$ cat src/hdl/chipsel_port_map.svh
// Overview of operation
// After reset all four pins run in mode 0 as quasi-bidirectional general-purpose I/O.
// Mode 1 drives a read strobe that follows the external read strobe when the address hits.
// Mode 2 drives a write strobe that follows the external write strobe when the address hits.
// Mode 3 drives a strobe that follows either external strobe when the address hits.
// Each pin holds its own 16-bit compare address as a high and a low byte register.
// The mode of each pin comes from software-written bits in two configuration registers.
// The 4-bit port data register sits at 0xA5 and its writes drive pins used as plain I/O.
// The highest pin also serves as an input that requests a hardware reboot.
// The configuration registers can mask the lowest address lines out of the comparison.
// A per-pin invert bit set to 1 turns that pin's strobe to positive polarity.
// An uninverted strobe is active low and follows the matching external strobe interval.
`ifndef CHIPSEL_PORT_MAP_SVH
`define CHIPSEL_PORT_MAP_SVH

`define ADDR_CFG_FIRST 8'h92
`define ADDR_CFG_SECOND 8'h93
`define ADDR_CMP0_LOW 8'h94
`define ADDR_CMP0_HIGH 8'h95
`define ADDR_CMP1_LOW 8'h96
`define ADDR_CMP1_HIGH 8'h97
`define ADDR_CMP2_LOW 8'h9A
`define ADDR_CMP2_HIGH 8'h9B
`define ADDR_CMP3_LOW 8'h9C
`define ADDR_CMP3_HIGH 8'h9D
`define ADDR_POLARITY 8'hA3
`define ADDR_PORT_DATA 8'hA5

`define CFG_RESET 8'h00
`define CMP_RESET 8'h00
`define POLARITY_RESET 8'h00
`define PORT_DATA_RESET 4'hF
`define READ_UNMAPPED 8'hFF
`define POLARITY_LSB 4
`define REBOOT_PIN 3

`endif

$ cat src/hdl/chipsel_port_pkg.sv
package chipsel_port_pkg;

  typedef enum logic [1:0] {
    MODE_GPIO,
    MODE_READ,
    MODE_WRITE,
    MODE_READ_WRITE
  } pin_mode_type;

  // One nibble of a configuration register: mode above, mask count below
  typedef struct packed {
    pin_mode_type mode;
    logic [1:0] maskCount;
  } pin_cfg_type;

  typedef struct packed {
    logic [7:0] addr;
    logic write;
    logic read;
    logic [7:0] wdata;
  } sfr_req_type;

  typedef struct packed {
    logic [15:0] addr;
    logic rdN;
    logic wrN;
  } ext_bus_type;

endpackage : chipsel_port_pkg

$ cat src/hdl/chipsel_port.sv
`timescale 1ns/1ps
`include "chipsel_port_map.svh"
module chipsel_port
  import chipsel_port_pkg::*;
#(
  parameter int PINS = 4
) (
  // Clock and reset
  input wire logic clock,
  input wire logic resetn,
  // Special-function register access from the core
  input wire sfr_req_type sfrReq,
  output logic [7:0] sfrRdata,
  // External data bus cycle from the core
  input wire ext_bus_type extBus,
  // Port pins
  input wire logic [PINS-1:0] pinIn,
  output logic [PINS-1:0] pinOut,
  output logic [PINS-1:0] pinOe,
  // Reboot request from the highest pin, active high
  output logic rebootRequest
);

  logic [1:0] rstPipe_r;
  wire logic rstSyncN = rstPipe_r[1];

  always_ff @(posedge clock or negedge resetn) begin
    if (!resetn) begin
      rstPipe_r <= 2'b00;
    end else begin
      rstPipe_r <= {rstPipe_r[0], 1'b1};
    end
  end

  logic [7:0] cfgFirst_r;
  logic [7:0] cfgSecond_r;
  logic [7:0] polarity_r;
  logic [3:0] portData_r;
  logic [7:0] cmpLow_r [PINS];
  logic [7:0] cmpHigh_r [PINS];
  logic [PINS-1:0] pinMeta_r;
  logic [PINS-1:0] pinSync_r;

  // Pins arrive from outside the clock domain
  always_ff @(posedge clock or negedge rstSyncN) begin
    if (!rstSyncN) begin
      pinMeta_r <= '1;
      pinSync_r <= '1;
    end else begin
      pinMeta_r <= pinIn;
      pinSync_r <= pinMeta_r;
    end
  end

  wire logic wrCfgFirst = sfrReq.write && sfrReq.addr == `ADDR_CFG_FIRST;
  wire logic wrCfgSecond = sfrReq.write && sfrReq.addr == `ADDR_CFG_SECOND;
  wire logic wrPolarity = sfrReq.write && sfrReq.addr == `ADDR_POLARITY;
  wire logic wrPortData = sfrReq.write && sfrReq.addr == `ADDR_PORT_DATA;

  always_ff @(posedge clock or negedge rstSyncN) begin
    if (!rstSyncN) begin
      cfgFirst_r <= `CFG_RESET;
      cfgSecond_r <= `CFG_RESET;
      polarity_r <= `POLARITY_RESET;
      portData_r <= `PORT_DATA_RESET;
    end else begin
      if (wrCfgFirst) cfgFirst_r <= sfrReq.wdata;
      if (wrCfgSecond) cfgSecond_r <= sfrReq.wdata;
      if (wrPolarity) polarity_r <= sfrReq.wdata;
      if (wrPortData) portData_r <= sfrReq.wdata[3:0];
    end
  end

  // Compare address byte offsets, one pair per pin
  localparam logic [7:0] LOW_ADDR [4] = '{`ADDR_CMP0_LOW, `ADDR_CMP1_LOW,
                                          `ADDR_CMP2_LOW, `ADDR_CMP3_LOW};
  localparam logic [7:0] HIGH_ADDR [4] = '{`ADDR_CMP0_HIGH, `ADDR_CMP1_HIGH,
                                           `ADDR_CMP2_HIGH, `ADDR_CMP3_HIGH};

  wire pin_cfg_type pinCfg [PINS];
  wire logic [PINS-1:0] strobeActive;
  wire logic [PINS-1:0] invert = polarity_r[`POLARITY_LSB +: PINS];
  logic [PINS-1:0] pinOut_nxt;
  logic [PINS-1:0] pinOe_nxt;

  genvar p;
  generate
    for (p = 0; p < PINS; p = p + 1) begin : pinSlice
      wire logic wrLow = sfrReq.write && sfrReq.addr == LOW_ADDR[p];
      wire logic wrHigh = sfrReq.write && sfrReq.addr == HIGH_ADDR[p];

      always_ff @(posedge clock or negedge rstSyncN) begin
        if (!rstSyncN) begin
          cmpLow_r[p] <= `CMP_RESET;
          cmpHigh_r[p] <= `CMP_RESET;
        end else begin
          if (wrLow) cmpLow_r[p] <= sfrReq.wdata;
          if (wrHigh) cmpHigh_r[p] <= sfrReq.wdata;
        end
      end

      // Pins 0 and 1 live in the first register, 2 and 3 in the second
      assign pinCfg[p] = (p < 2) ? pin_cfg_type'(cfgFirst_r[(p % 2) * 4 +: 4])
                                 : pin_cfg_type'(cfgSecond_r[(p % 2) * 4 +: 4]);

      strobe_decoder decode (
        .cfg(pinCfg[p]),
        .compareAddr({cmpHigh_r[p], cmpLow_r[p]}),
        .bus(extBus),
        .strobeActive(strobeActive[p])
      );

      // Strobe modes drive hard; plain I/O pulls low hard and lets the pull-up lift it
      always_comb begin
        if (pinCfg[p].mode == MODE_GPIO) begin
          pinOut_nxt[p] = 1'b0;
          pinOe_nxt[p] = ~portData_r[p];
        end else begin
          pinOut_nxt[p] = strobeActive[p] ^ ~invert[p];
          pinOe_nxt[p] = 1'b1;
        end
      end
    end
  endgenerate

  // Reboot request only counts while the pin is not driven by a strobe
  wire logic rebootPinFree = pinCfg[`REBOOT_PIN].mode == MODE_GPIO;
  wire logic rebootReq_nxt = rebootPinFree & ~pinSync_r[`REBOOT_PIN];

  logic [7:0] readMux;
  always_comb begin
    readMux = `READ_UNMAPPED;
    case (sfrReq.addr)
      `ADDR_CFG_FIRST: readMux = cfgFirst_r;
      `ADDR_CFG_SECOND: readMux = cfgSecond_r;
      `ADDR_POLARITY: readMux = polarity_r;
      `ADDR_PORT_DATA: readMux = {4'hF, pinSync_r};
      `ADDR_CMP0_LOW: readMux = cmpLow_r[0];
      `ADDR_CMP0_HIGH: readMux = cmpHigh_r[0];
      `ADDR_CMP1_LOW: readMux = cmpLow_r[1];
      `ADDR_CMP1_HIGH: readMux = cmpHigh_r[1];
      `ADDR_CMP2_LOW: readMux = cmpLow_r[2];
      `ADDR_CMP2_HIGH: readMux = cmpHigh_r[2];
      `ADDR_CMP3_LOW: readMux = cmpLow_r[3];
      `ADDR_CMP3_HIGH: readMux = cmpHigh_r[3];
      default: readMux = `READ_UNMAPPED;
    endcase
  end

  // Outputs registered; strobes lag the external strobes by one clock
  always_ff @(posedge clock or negedge rstSyncN) begin
    if (!rstSyncN) begin
      pinOut <= '0;
      pinOe <= '0;
      rebootRequest <= 1'b0;
      sfrRdata <= 8'h00;
    end else begin
      pinOut <= pinOut_nxt;
      pinOe <= pinOe_nxt;
      rebootRequest <= rebootReq_nxt;
      sfrRdata <= sfrReq.read ? readMux : 8'h00;
    end
  end

endmodule : chipsel_port

$ cat src/hdl/strobe_decoder.sv
`timescale 1ns/1ps
module strobe_decoder
  import chipsel_port_pkg::*;
(
  // Pin setup
  input wire pin_cfg_type cfg,
  input wire logic [15:0] compareAddr,
  // External bus cycle
  input wire ext_bus_type bus,
  // Decoded strobe, active high
  output logic strobeActive
);

  function automatic logic [15:0] careMask(input logic [1:0] count);
    case (count)
      2'd1: careMask = 16'hFFFE;
      2'd2: careMask = 16'hFFFC;
      2'd3: careMask = 16'hFFF8;
      default: careMask = 16'hFFFF;
    endcase
  endfunction : careMask

  wire logic [15:0] care = careMask(cfg.maskCount);
  wire logic hit = ((bus.addr ^ compareAddr) & care) == 16'h0000;
  wire logic rdActive = ~bus.rdN & hit;
  wire logic wrActive = ~bus.wrN & hit;

  always_comb begin
    case (cfg.mode)
      MODE_READ: strobeActive = rdActive;
      MODE_WRITE: strobeActive = wrActive;
      MODE_READ_WRITE: strobeActive = rdActive | wrActive;
      default: strobeActive = 1'b0;
    endcase
  end

endmodule : strobe_decoder

$ cat config.mk
export PLATFORM = sky130hd
export DESIGN_NAME = chipsel_port
export DESIGN_NICKNAME = d
export VERILOG_FILES = /design/src/hdl/chipsel_port_pkg.sv /design/src/hdl/chipsel_port.sv /design/src/hdl/strobe_decoder.sv
export VERILOG_INCLUDE_DIRS = /design/src /design/src/hdl
export SDC_FILE = /design/constraint.sdc
export NUM_CORES = 1
export LEC_CHECK = 0
export CAP_MARGIN = 20
export CORE_MARGIN = 8
export CORE_UTILIZATION = 45
export DETAILED_ROUTE_END_ITERATION = 10
export DONT_BUFFER_PORTS = 1
export HOLD_SLACK_MARGIN = 0.15
export PLACE_DENSITY = 0.67
export SLEW_MARGIN = 5
export SYNTH_ARGS = -nofsm -noshare
export SYNTH_HDL_FRONTEND = slang
export SYNTH_SLANG_ARGS = --single-unit
$ cat constraint.sdc
create_clock -name clock -period 4.4 [get_ports clock]
set_input_delay 0.66 -clock clock [delete_from_list [all_inputs] [get_ports clock]]
set_output_delay 0.66 -clock clock [all_outputs]
set_load 0.1 [all_outputs]
**Word level (Yosys, flattened, before mapping)**

Cells that the tools add are included.

- Register bits after elaboration: 119
- Output and inout bits: 17
- Bits of input ports: 42
- Word-level logic and storage cells: 129

- Bitwise operators: 36
- Muxes and demuxes: 18
- Eq/ne operators: 36
- Reduce and logical (&&, ||, !) cells: 20

Operators with widths:

| kind | count |
|---|---|
| equality test 8 bit, second input constant | 12 |
| one-hot mux 8 bit (12 select lines) | 1 |
| bitwise AND 16 bit | 4 |
| logical NOT 16 bit | 4 |
| bitwise XOR 16 bit | 4 |
| one-hot mux 3 bit (3 select lines) | 4 |
| equality test 2 bit, second input constant | 16 |
| equality test 2 x 1 -> 1 bit, second input constant | 8 |
| logical AND 1 bit | 12 |
| one-hot mux 1 bit (3 select lines) | 4 |
| inverter 1 bit | 11 |
| bitwise AND 1 bit | 9 |
| logical NOT 2 bit | 4 |
| two-way mux 1 bit | 8 |
| two-way mux 8 bit | 1 |
| bitwise OR 1 bit | 4 |
| bitwise XOR 1 bit | 4 |

**Logic depth before layout (Yosys ltp)**

Gate-level depths: netlist of the first run.

- Depth after elaboration: 9
- Gate-level depth with buffers: 7
- Gate-level depth less buffers: 5

**By module**

From an unflattened synthesis of the first run, not the netlist that was laid out.

- Cell total of the unflattened synthesis: 493
- Area total of the unflattened synthesis: 6231.0 um2

Modules (own cells, without submodules):

| module | area each (um2) | cells each | instances | seq. area each (um2) |
|---|---|---|---|---|
| chipsel_port | 5345.1 | 385 | 1 | 2992.9 |
| strobe_decoder | 221.5 | 27 | 4 | 0.0 |

**Worst setup path after synthesis of the first run**

OpenSTA, ideal clock, no wires.

- Kind: input-to-reg
- From: input port sfrReq[16] in the netlist's numbering
- To: register cmpHigh_r[10] in the netlist's numbering
- Path buffers: 2
- Data required time: 4273 ps
- Arrival time: 1854 ps
- Stages on the path: 6
- Library setup time: 127 ps
- Setup slack: 2418 ps
- Path through: nand4bb_1 > buf_2 > nor2_2 > and3_1 > buf_4 > mux2_1

- Longest elaborated chain between the ends: 2

RTL lines:

| item | RTL line | source |
|---|---|---|
| from (decl) | chipsel_port.sv:12 | `input wire sfr_req_type sfrReq,` |
| equality test 8 bit | chipsel_port.sv:90 | `wire logic wrHigh = sfrReq.write && sfrReq.addr == HIGH_ADDR[p];` |
| logical AND 1 bit | chipsel_port.sv:90 |  |
| to (signal, indexed assignment) | chipsel_port.sv:95 | `` cmpHigh_r[p] <= `CMP_RESET; `` |
| to (signal, indexed assignment) | chipsel_port.sv:98 | `if (wrHigh) cmpHigh_r[p] <= sfrReq.wdata;` |
| to (decl) | chipsel_port.sv:40 | `logic [7:0] cmpHigh_r [PINS];` |

No other way between the ends.
A chain may end at the register's enable or synchronous reset.

**Worst setup path after layout of the first run**

- From: input port sfrReq[16] in the netlist's numbering
- To: register cmpHigh_r[21] in the netlist's numbering

The elaborated chain is that of the path after synthesis.

==> results of run 1 <==
flip-flops by register name, indices dropped and copies added, names as in the netlist, 8 cells and up:
register,cells
cmpLow_r,32
polarity_r,8
cmpHigh_r,32
cfgSecond_r,8
sfrRdata,8
cfgFirst_r,8
routing by layer:
layer  up-vias  part of all wire [%]
met1      2207                    42
met5         -                     0
met2       180                    46
met4         0                   2.6
li1       1896                     -
met3        29                   8.9
cell type report:
cell class	instances	area (µm²)	area share [%]
inverter	11	41.3	0.594
timing repair buffer	3	45.0	0.648
tap	180	225	3.24
sequential	119	3000	43.1
clock inverter	7	67.6	0.972
multi-input combinational	361	3060	44.0
clock buffer	25	515	7.42
worst paths after layout:
| check | startpoint | end | slack [ps] | depth (start not counted) |
|---|---|---|---|---|
| max | sfrReq[16] | cmpHigh_r[21]$_DFFE_PN0P_ | 2140 | 4 |
| min | rstPipe_r[1]$_DFF_PN0_ | cmpLow_r[25]$_DFFE_PN0P_ | 180 | 0 |
| max reg2reg | cmpLow_r[2]$_DFFE_PN0P_ | pinOut[3]$_DFF_PN0_ | 2450 | 5 |
| min reg2reg | rstPipe_r[1]$_DFF_PN0_ | cmpLow_r[25]$_DFFE_PN0P_ | 180 | 0 |
| max in group asynchronous | rstPipe_r[1]$_DFF_PN0_ | pinMeta_r[1]$_DFF_PN1_ | 3110 | 2 |
| min in group clock | pinIn[0] | pinMeta_r[0]$_DFF_PN1_ | 230 | 0 |
cells in the mapped netlist (all sizes together), types with 3 or more instances:
master	number
a2bb2oi	4
nand4	11
inv	11
xor2	32
mux2i	15
o21ai	8
or4	4
a22oi	13
xnor2	32
nor2b	10
a21oi	8
nor4	9
nand2b	4
o211ai	3
and2	3
mux2	97
and3	8
o22ai	10
nand2	13
o31a	7
clkbuf	13
nor3	7
nor2	24
dfrtp	107
nand3	11
dfstp	12
buf	22
metrics by stage:
stage               hold WS (ps)  std cells  power [W]  instance area [µm²]
floorplan                    331        526    0.00146                 6270
global placement             338        672    0.00149                 6330
detailed placement           339        672    0.00149                 6330
CTS                          217        705    0.00285                 6920
global route                 196        706    0.00292                 6950
finish                       177        706    0.00283                 6950
power by group through the flow:
stage          logic (W)  clock network, W  registers, W
3_3_place_gp    0.000174                 0       0.00131
2_1_floorplan   0.000167                 0       0.00129
5_1_grt         0.000213           0.00142       0.00129
6_report        0.000194           0.00135       0.00129
4_1_cts         0.000180           0.00138       0.00130
3_5_place_dp    0.000178                 0       0.00132
worst register-to-register path, stage by stage (launching register included):
cell	delay, ps
sky130_fd_sc_hd__dfrtp_1	400
sky130_fd_sc_hd__xnor2_1	260
sky130_fd_sc_hd__a21oi_1	140
sky130_fd_sc_hd__or4_4	610
sky130_fd_sc_hd__o31a_1	260
sky130_fd_sc_hd__nor3_1	180
cell families (layout without fill, tap and decap cells):
family,Yosys count,count (layout),synth area share [%]
flip-flops,119,119,47.8
multiplexers,114,114,20.5
AND/OR/NAND/NOR,110,110,10.7
AO/OA/AOI/OAI,72,72,8.39
XOR/XNOR,64,64,9.07
buffers and inverters,46,46,3.43
other,1,1,0.0598
==> out/summary.md, run 1 <==
• completed — run status
• 23.4% — layout cell share with drive strength beyond 1
• 100% — share of flip-flops with an asynchronous set or reset after synthesis
• 26.2 µm — per-cell routed wire length
• 0.443 GHz — peak clock frequency supported by timing
• 2560 ps — arrival time at the worst endpoint
• 59 — I/O pin cnt
• primary input to flip-flop — WS Path Type
• 0 — Detail Route Antenna Nets
• 25.4% — Switching Fraction
• 0.000719 W — switching pwr
• 17 — number of buffers added by the clock tree synthesis step
• 2 — buffer levels on the longest clock path
• 47.8% — clock power share
• 6270 µm² — post-synthesis instance area
• sky130_fd_sc_hd__clkbuf_16 — Clock Tree Root
• 0.00211 W — Int Power
• 18500 µm — final wirelength
• sky130_fd_sc_hd__nand4bb_1 — Crit-path slowest cell
• 32.3% — GR Layer Usage met2
• 18000 µm² — floorplan die area
• 0 — Finish-stage setup viols
• 11.9 µm² — Syn Area/Cell
• 0 ps — setup total negative slack
• 83 — maximum number of pins on one net before global-route repair
• 4312 — DR vias
• 420 ps — later-pin clock latency in the skew report
• 0 — Final Hold Violating Endpoints
• 51.4% — final cycle utilization of the critical path
• 550 ps — CP max stage delay
• 45.7% — Initial Utilization
• sky130_fd_sc_hd__dfrtp_1 (106), sky130_fd_sc_hd__mux2_2 (58), sky130_fd_sc_hd__mux2_1 (39) — most frequent cells in the layout
• 50.7% — final core area utilization
• 526 — Syn Inst Count
• 0 — Gates resized, CTS repair
• 13700 µm — HPWL reported at the end of detailed placement
• 6.11 — routed vias/inst
• sky130_fd_sc_hd__dfrtp_1 — Main synth FF type
• 134 µm — floorplan die height
• nand4bb_1, nor2_4, and3_1, mux2_1 — critical-path cell list
• false — RSZ-0062 raised after global routing
• 45.4% — share of total power in sequential cells
• sky130_fd_sc_hd__dfrtp_1 — cell type contributing the most total cell area after synthesis
• 555 — fin nets
• 1750 ps — Placement Setup Slack
• flip-flop — crit path capture type
• 568 — total nets after synthesis
• 60 ps — Reg clk slew, reported paths
• 5 — Pre-antenna DRT Iters
• 40.0% — worst rel slew slack
• 0 — reported max-cap violation count
• 900 ps — transition time of the tightest slew-check pin
• 0 — Setup Buffers After CTS
• primary input — crit path launch type
• 0 — final number of max-transition violations
• 0 — number of antenna cells inserted
• 10.9% — Area Overhead vs Synth
• 61 — unique cell type count in the Yosys netlist
• 13700 µm² — Floorplan Core Area
• 1 — CTS Hold Bufs
• 6.9% — Logic pwr share
• 4700 ps — Crit path required time
• 408 nW/µm² — power density over the cells
• 6.92% — fraction of met3 tracks used by global routing
• 119 — register bit total from synthesis
• 42.7% — share of the synthesized area in the top cell type
• 4 — htree depth
• 9.65 ps — clock tree skew after final layout
• 47.8% — sequential fraction of the synthesis area
• flip-flop to async pin — worst min path class
• 0.889 — final estimated routing congestion in global placement
• 3.12 nW — LEAKAGE
• 455 — First DRT Iteration DRCs
• yes — clock tree from TritonCTS
• 119 — TritonCTS Sinks
• 21.4% — total track usage
• 28000 µm — first-pass GRT wire length
• 0 — buffers and inverters on the worst path
• 0 — number of antenna violations at the first check in global routing
• 0 — count of input and output buffers
• 134 µm — horizontal die dimension
• sky130_fd_sc_hd__dfrtp_1 (43%), sky130_fd_sc_hd__mux2_2 (10%), sky130_fd_sc_hd__mux2_1 (7.0%), sky130_fd_sc_hd__dfstp_2 (5.0%), sky130_fd_sc_hd__xor2_1 (4.5%) — synth top area cells
• 0 — synth warn
• 0 — EDFF count, synth
• sky130_fd_sc_hd__dfrtp_1 — leading cell type in the layout, fill and taps excluded
• met2 — most used routing layer
• 43 — row count
• 0.291 mV — worst voltage drop across the vdd grid
• 1196 — fill count
• 2140 ps — minimum setup slack in the final design
• 4474 — via count of the first global-routing pass
• 10 — largest fanout on the critical path
• 0 — total global routing overflow
• 27.8% — GR met1 Demand/Resource
• simple AND/OR/NAND/NOR gates — gate family responsible for the most delay along the worst path
• 2260 ps — post-layout min period
• 0 — final routed DRC violation total
No activity file was read; power rests on OpenSTA's default activity.
==> run 2: changes to the inputs <==
- ABC_AREA: unset -> 1
- PLACE_DENSITY: 0.67 -> 0.69
- clock period: 4.4 -> 1.8 ns (I/O delays scaled with it)
==> run 2 against run 1 <==
Effect of this change:
- core utilization rose by 2.6 points
- critical path depth rose by 4
- first-iteration DRC count rose by 79%
- setup slack got worse by 1900 ps
- synthesized cell count rose by 89%
- synthesized area rose by 9.0%
- cell count rose by 75%
- count of clock-buffer cells in the layout fell by 8
- flip-flop and latch count did not move
- sequential share of layout area fell by 5.7 points
- die area rose by 7.9%
==> out/summary.md, run 2 <==
• completed — run status
• 7270 µm² — placed cell areas, +15%
• flip-flop — crit path capture type
• 119 — register bit total from synthesis, unchanged
• 0.711 mV — worst voltage drop across the vdd grid, +140%
• 119 — TritonCTS Sinks, unchanged
• 15000 µm² — Floorplan Core Area, +9.6%
• sky130_fd_sc_hd__nand2_1 (356), sky130_fd_sc_hd__nand3_1 (127), sky130_fd_sc_hd__nor2_1 (117) — most frequent cells after synthesis
• 2 — buffer levels on the longest clock path, unchanged
• sky130_fd_sc_hd__clkbuf_16 — Clock Tree Root
• 5.41 — routed vias/inst, -11%
• 6830 µm² — post-synthesis instance area, +9.0%
• 430 ps — later-pin clock latency in the skew report, about the same
• 0 — Finish-stage setup viols, unchanged
• sky130_fd_sc_hd__dfrtp_1 (39%), sky130_fd_sc_hd__nand2_1 (20%), sky130_fd_sc_hd__nand3_1 (9.3%), sky130_fd_sc_hd__nor2_1 (6.4%), sky130_fd_sc_hd__inv_1 (5.7%) — synth top area cells
• 25 — unique cell type count in the Yosys netlist, -59%
• 24.2% — total track usage, +2.8 points
• sky130_fd_sc_hd__dfrtp_1 — cell type contributing the most total cell area after synthesis
• 6380 — via count of the first global-routing pass, +43%
• 39.2% — share of the synthesized area in the top cell type, -3.5 points
• 45.4% — Initial Utilization, -0.25 points
• 0 — total global routing overflow, unchanged
• 0 — synth warn, unchanged
• 1080 — fin nets, +95%
• 43.8% — sequential fraction of the synthesis area, -3.9 points
• 1550 ps — post-layout min period
• 0 — Gates resized, CTS repair, unchanged
• sky130_fd_sc_hd__nand2_1 — most frequent cell after synthesis
• 53.3% — final core area utilization, +2.6 points
• 1870 ps — arrival time at the worst endpoint, -690 ps
• 0.965 — final estimated routing congestion in global placement, +8.6%
• 85.9% — final cycle utilization of the critical path
• 35600 µm — first-pass GRT wire length, +27%
• sky130_fd_sc_hd__dfrtp_1 — Main synth FF type
• 0 — number of antenna cells inserted, unchanged
• 7 — Pre-antenna DRT Iters, +2
• 17100 µm — HPWL reported at the end of detailed placement, +25%
• 100% — share of flip-flops with an asynchronous set or reset after synthesis, unchanged
• primary input to flip-flop — worst min path class
• 5.99% — fraction of met3 tracks used by global routing, -0.93 points
• met2 — most used routing layer
• 17.4% — Area Overhead vs Synth
• 0 — count of input and output buffers, unchanged
• 10.2% — layout cell share with drive strength beyond 1, -13 points
• flip-flop — crit path launch type
• cmpLow_r[25]$_DFFE_PN0P_ — beginning of the critical path
• 139 µm — horizontal die dimension, +3.9%
• false — RSZ-0062 raised after global routing
• 0.647 GHz — peak clock frequency supported by timing
• 0 — final routed DRC violation total, unchanged
• sky130_fd_sc_hd__nand2_1 (356), sky130_fd_sc_hd__nand3_1 (127), sky130_fd_sc_hd__nor2_1 (117) — most frequent cells in the layout
• 529 ps — transition time of the tightest slew-check pin, -371 ps
• 6.88 µm² — Syn Area/Cell, -42%
• 29.9% — GR met1 Demand/Resource, +2.1 points
• 59 — I/O pin cnt, unchanged
• 8010 µm² — post-route cell area, +15%
• 60 ps — Reg clk slew, reported paths, about the same
• 2130 ps — Crit path required time, -2570 ps
• 139 µm — floorplan die height, +3.9%
• 0 — EDFF count, synth, unchanged
• 0 — Setup Buffers After CTS, unchanged
• 0 — final number of max-transition violations, unchanged
• 815 — First DRT Iteration DRCs, +79%
• 57 — maximum number of pins on one net before global-route repair, -31%
• 4 — largest fanout on the critical path, -6
• 992 — Syn Inst Count, +89%
• 37.8% — GR Layer Usage met2, +5.6 points
• 6702 — DR vias, +55%
• cmpLow_r[25]$_DFFE_PN0P_ — origin of the critical flop-to-flop path
• 17 — number of buffers added by the clock tree synthesis step, unchanged
• 19400 µm² — floorplan die area, +7.9%
• 0 — number of antenna violations at the first check in global routing, unchanged
• 22800 µm — final wirelength, +23%
• cmpHigh_r: 32 flops, cmpLow_r: 32 flops — largest registers ranked by flip-flop count
• 203 ps — Placement Setup Slack, -1550 ps
• 0 — Final Hold Violating Endpoints, unchanged
• 0 — Detail Route Antenna Nets, unchanged
• 18.4 µm — per-cell routed wire length, -30%
• 1034 — total nets after synthesis, +82%
• 0 — reported max-cap violation count, unchanged
• 935 nW/µm² — power density over the cells, +130%
• 5.29 ps — clock tree skew after final layout, -4.36 ps
• 4 — htree depth, unchanged
• 64.6% — worst rel slew slack, +25 points
• 254 ps — minimum setup slack in the final design, -1890 ps
• 45 — row count, +4.7%
• flip-flop to flip-flop — WS Path Type
• 0 ps — setup total negative slack, unchanged
• sky130_fd_sc_hd__nand2_1 — leading cell type in the layout, fill and taps excluded
• yes — clock tree from TritonCTS
• sfrReq[9] — critical hold path startpoint
• 4.01 nW — LEAKAGE, +29%
## run 2: changes by cell type after synthesis, sizes merged, moves of 25 or more
cell and change:
o21ai +70, mux2 -97, inv +94, nand2 +345, nor2 +106, xor2 -31, nand3 +116, xnor2 -25
## run 2: cell families after synthesis
| family | Yosys count | synth area share [%] |
|---|---|---|
| other cells | 1 | 0.0549 |
| compound gates | 99 | 7.99 |
| flops | 119 | 43.8 |
| xor+xnor | 8 | 1.03 |
| buf+inv | 133 | 7.84 |
| simple gates | 632 | 39.3 |
## run 2: what timing repair did
action / in CTS / in global routing
hold buffers: 15 / 0
endpoints found under the setup margin: 0 / 0
hold endpoints to repair: 42 / 0
## run 2: cell type report
| type | count | area, µm² |
|---|---|---|
| multi-input cells | 740 | 3300 |
| clock buffers | 17 | 425 |
| inverters | 107 | 402 |
| flip-flops and latches | 119 | 3000 |
| clock inverters | 15 | 169 |
| repair buffers | 53 | 485 |
| well taps | 188 | 235 |
| fillers | 1460 | 7020 |
## run 2: power breakdown
part           total [W]  internal, W  leakage [nW]  switching (W)
Clock            0.00345      0.00207         0.283        0.00138
Sequential       0.00304      0.00287          1.43       0.000175
Combinational    0.00101     0.000285          2.30       0.000724
## run 2: final timing paths
kind	to	slack [ps]	cells past startpoint
setup / recovery	pinOut[0]$_DFF_PN0_	250	8
hold / removal	portData_r[3]$_DFFE_PN1P_	190	2
setup reg to reg	pinOut[0]$_DFF_PN0_	250	8
hold reg to reg	cfgSecond_r[3]$_DFFE_PN0P_	310	0
max in group asynchronous	pinMeta_r[3]$_DFF_PN1_	890	1
min in group asynchronous	cfgSecond_r[3]$_DFFE_PN0P_	310	0
## run 2: worst max-delay path: stages, from the launching register on
cell                      delay [ps]
sky130_fd_sc_hd__dfrtp_1         410
sky130_fd_sc_hd__or2_2           300
sky130_fd_sc_hd__nand3_1          70
sky130_fd_sc_hd__nand2_1          90
sky130_fd_sc_hd__nor2_1          130
sky130_fd_sc_hd__nand3_1         100
sky130_fd_sc_hd__nand2_1          80
sky130_fd_sc_hd__nand2_1          50
sky130_fd_sc_hd__nor2_1          200
## run 2: layer usage
metal,vias to the layer above,share of wire (%)
met5,-,0
met4,0,4.6
met3,70,9.1
met2,325,46
met1,3089,41
li1,3218,-
## run 2: through the flow
stage          instances  power, W  hold WS [ps]
2_1_floorplan        992   0.00375         -25.6
3_3_place_gp        1192   0.00403         -25.5
3_5_place_dp        1192   0.00405         -25.5
4_1_cts             1239   0.00751           178
5_1_grt             1239   0.00776           199
6_report            1239   0.00750           190
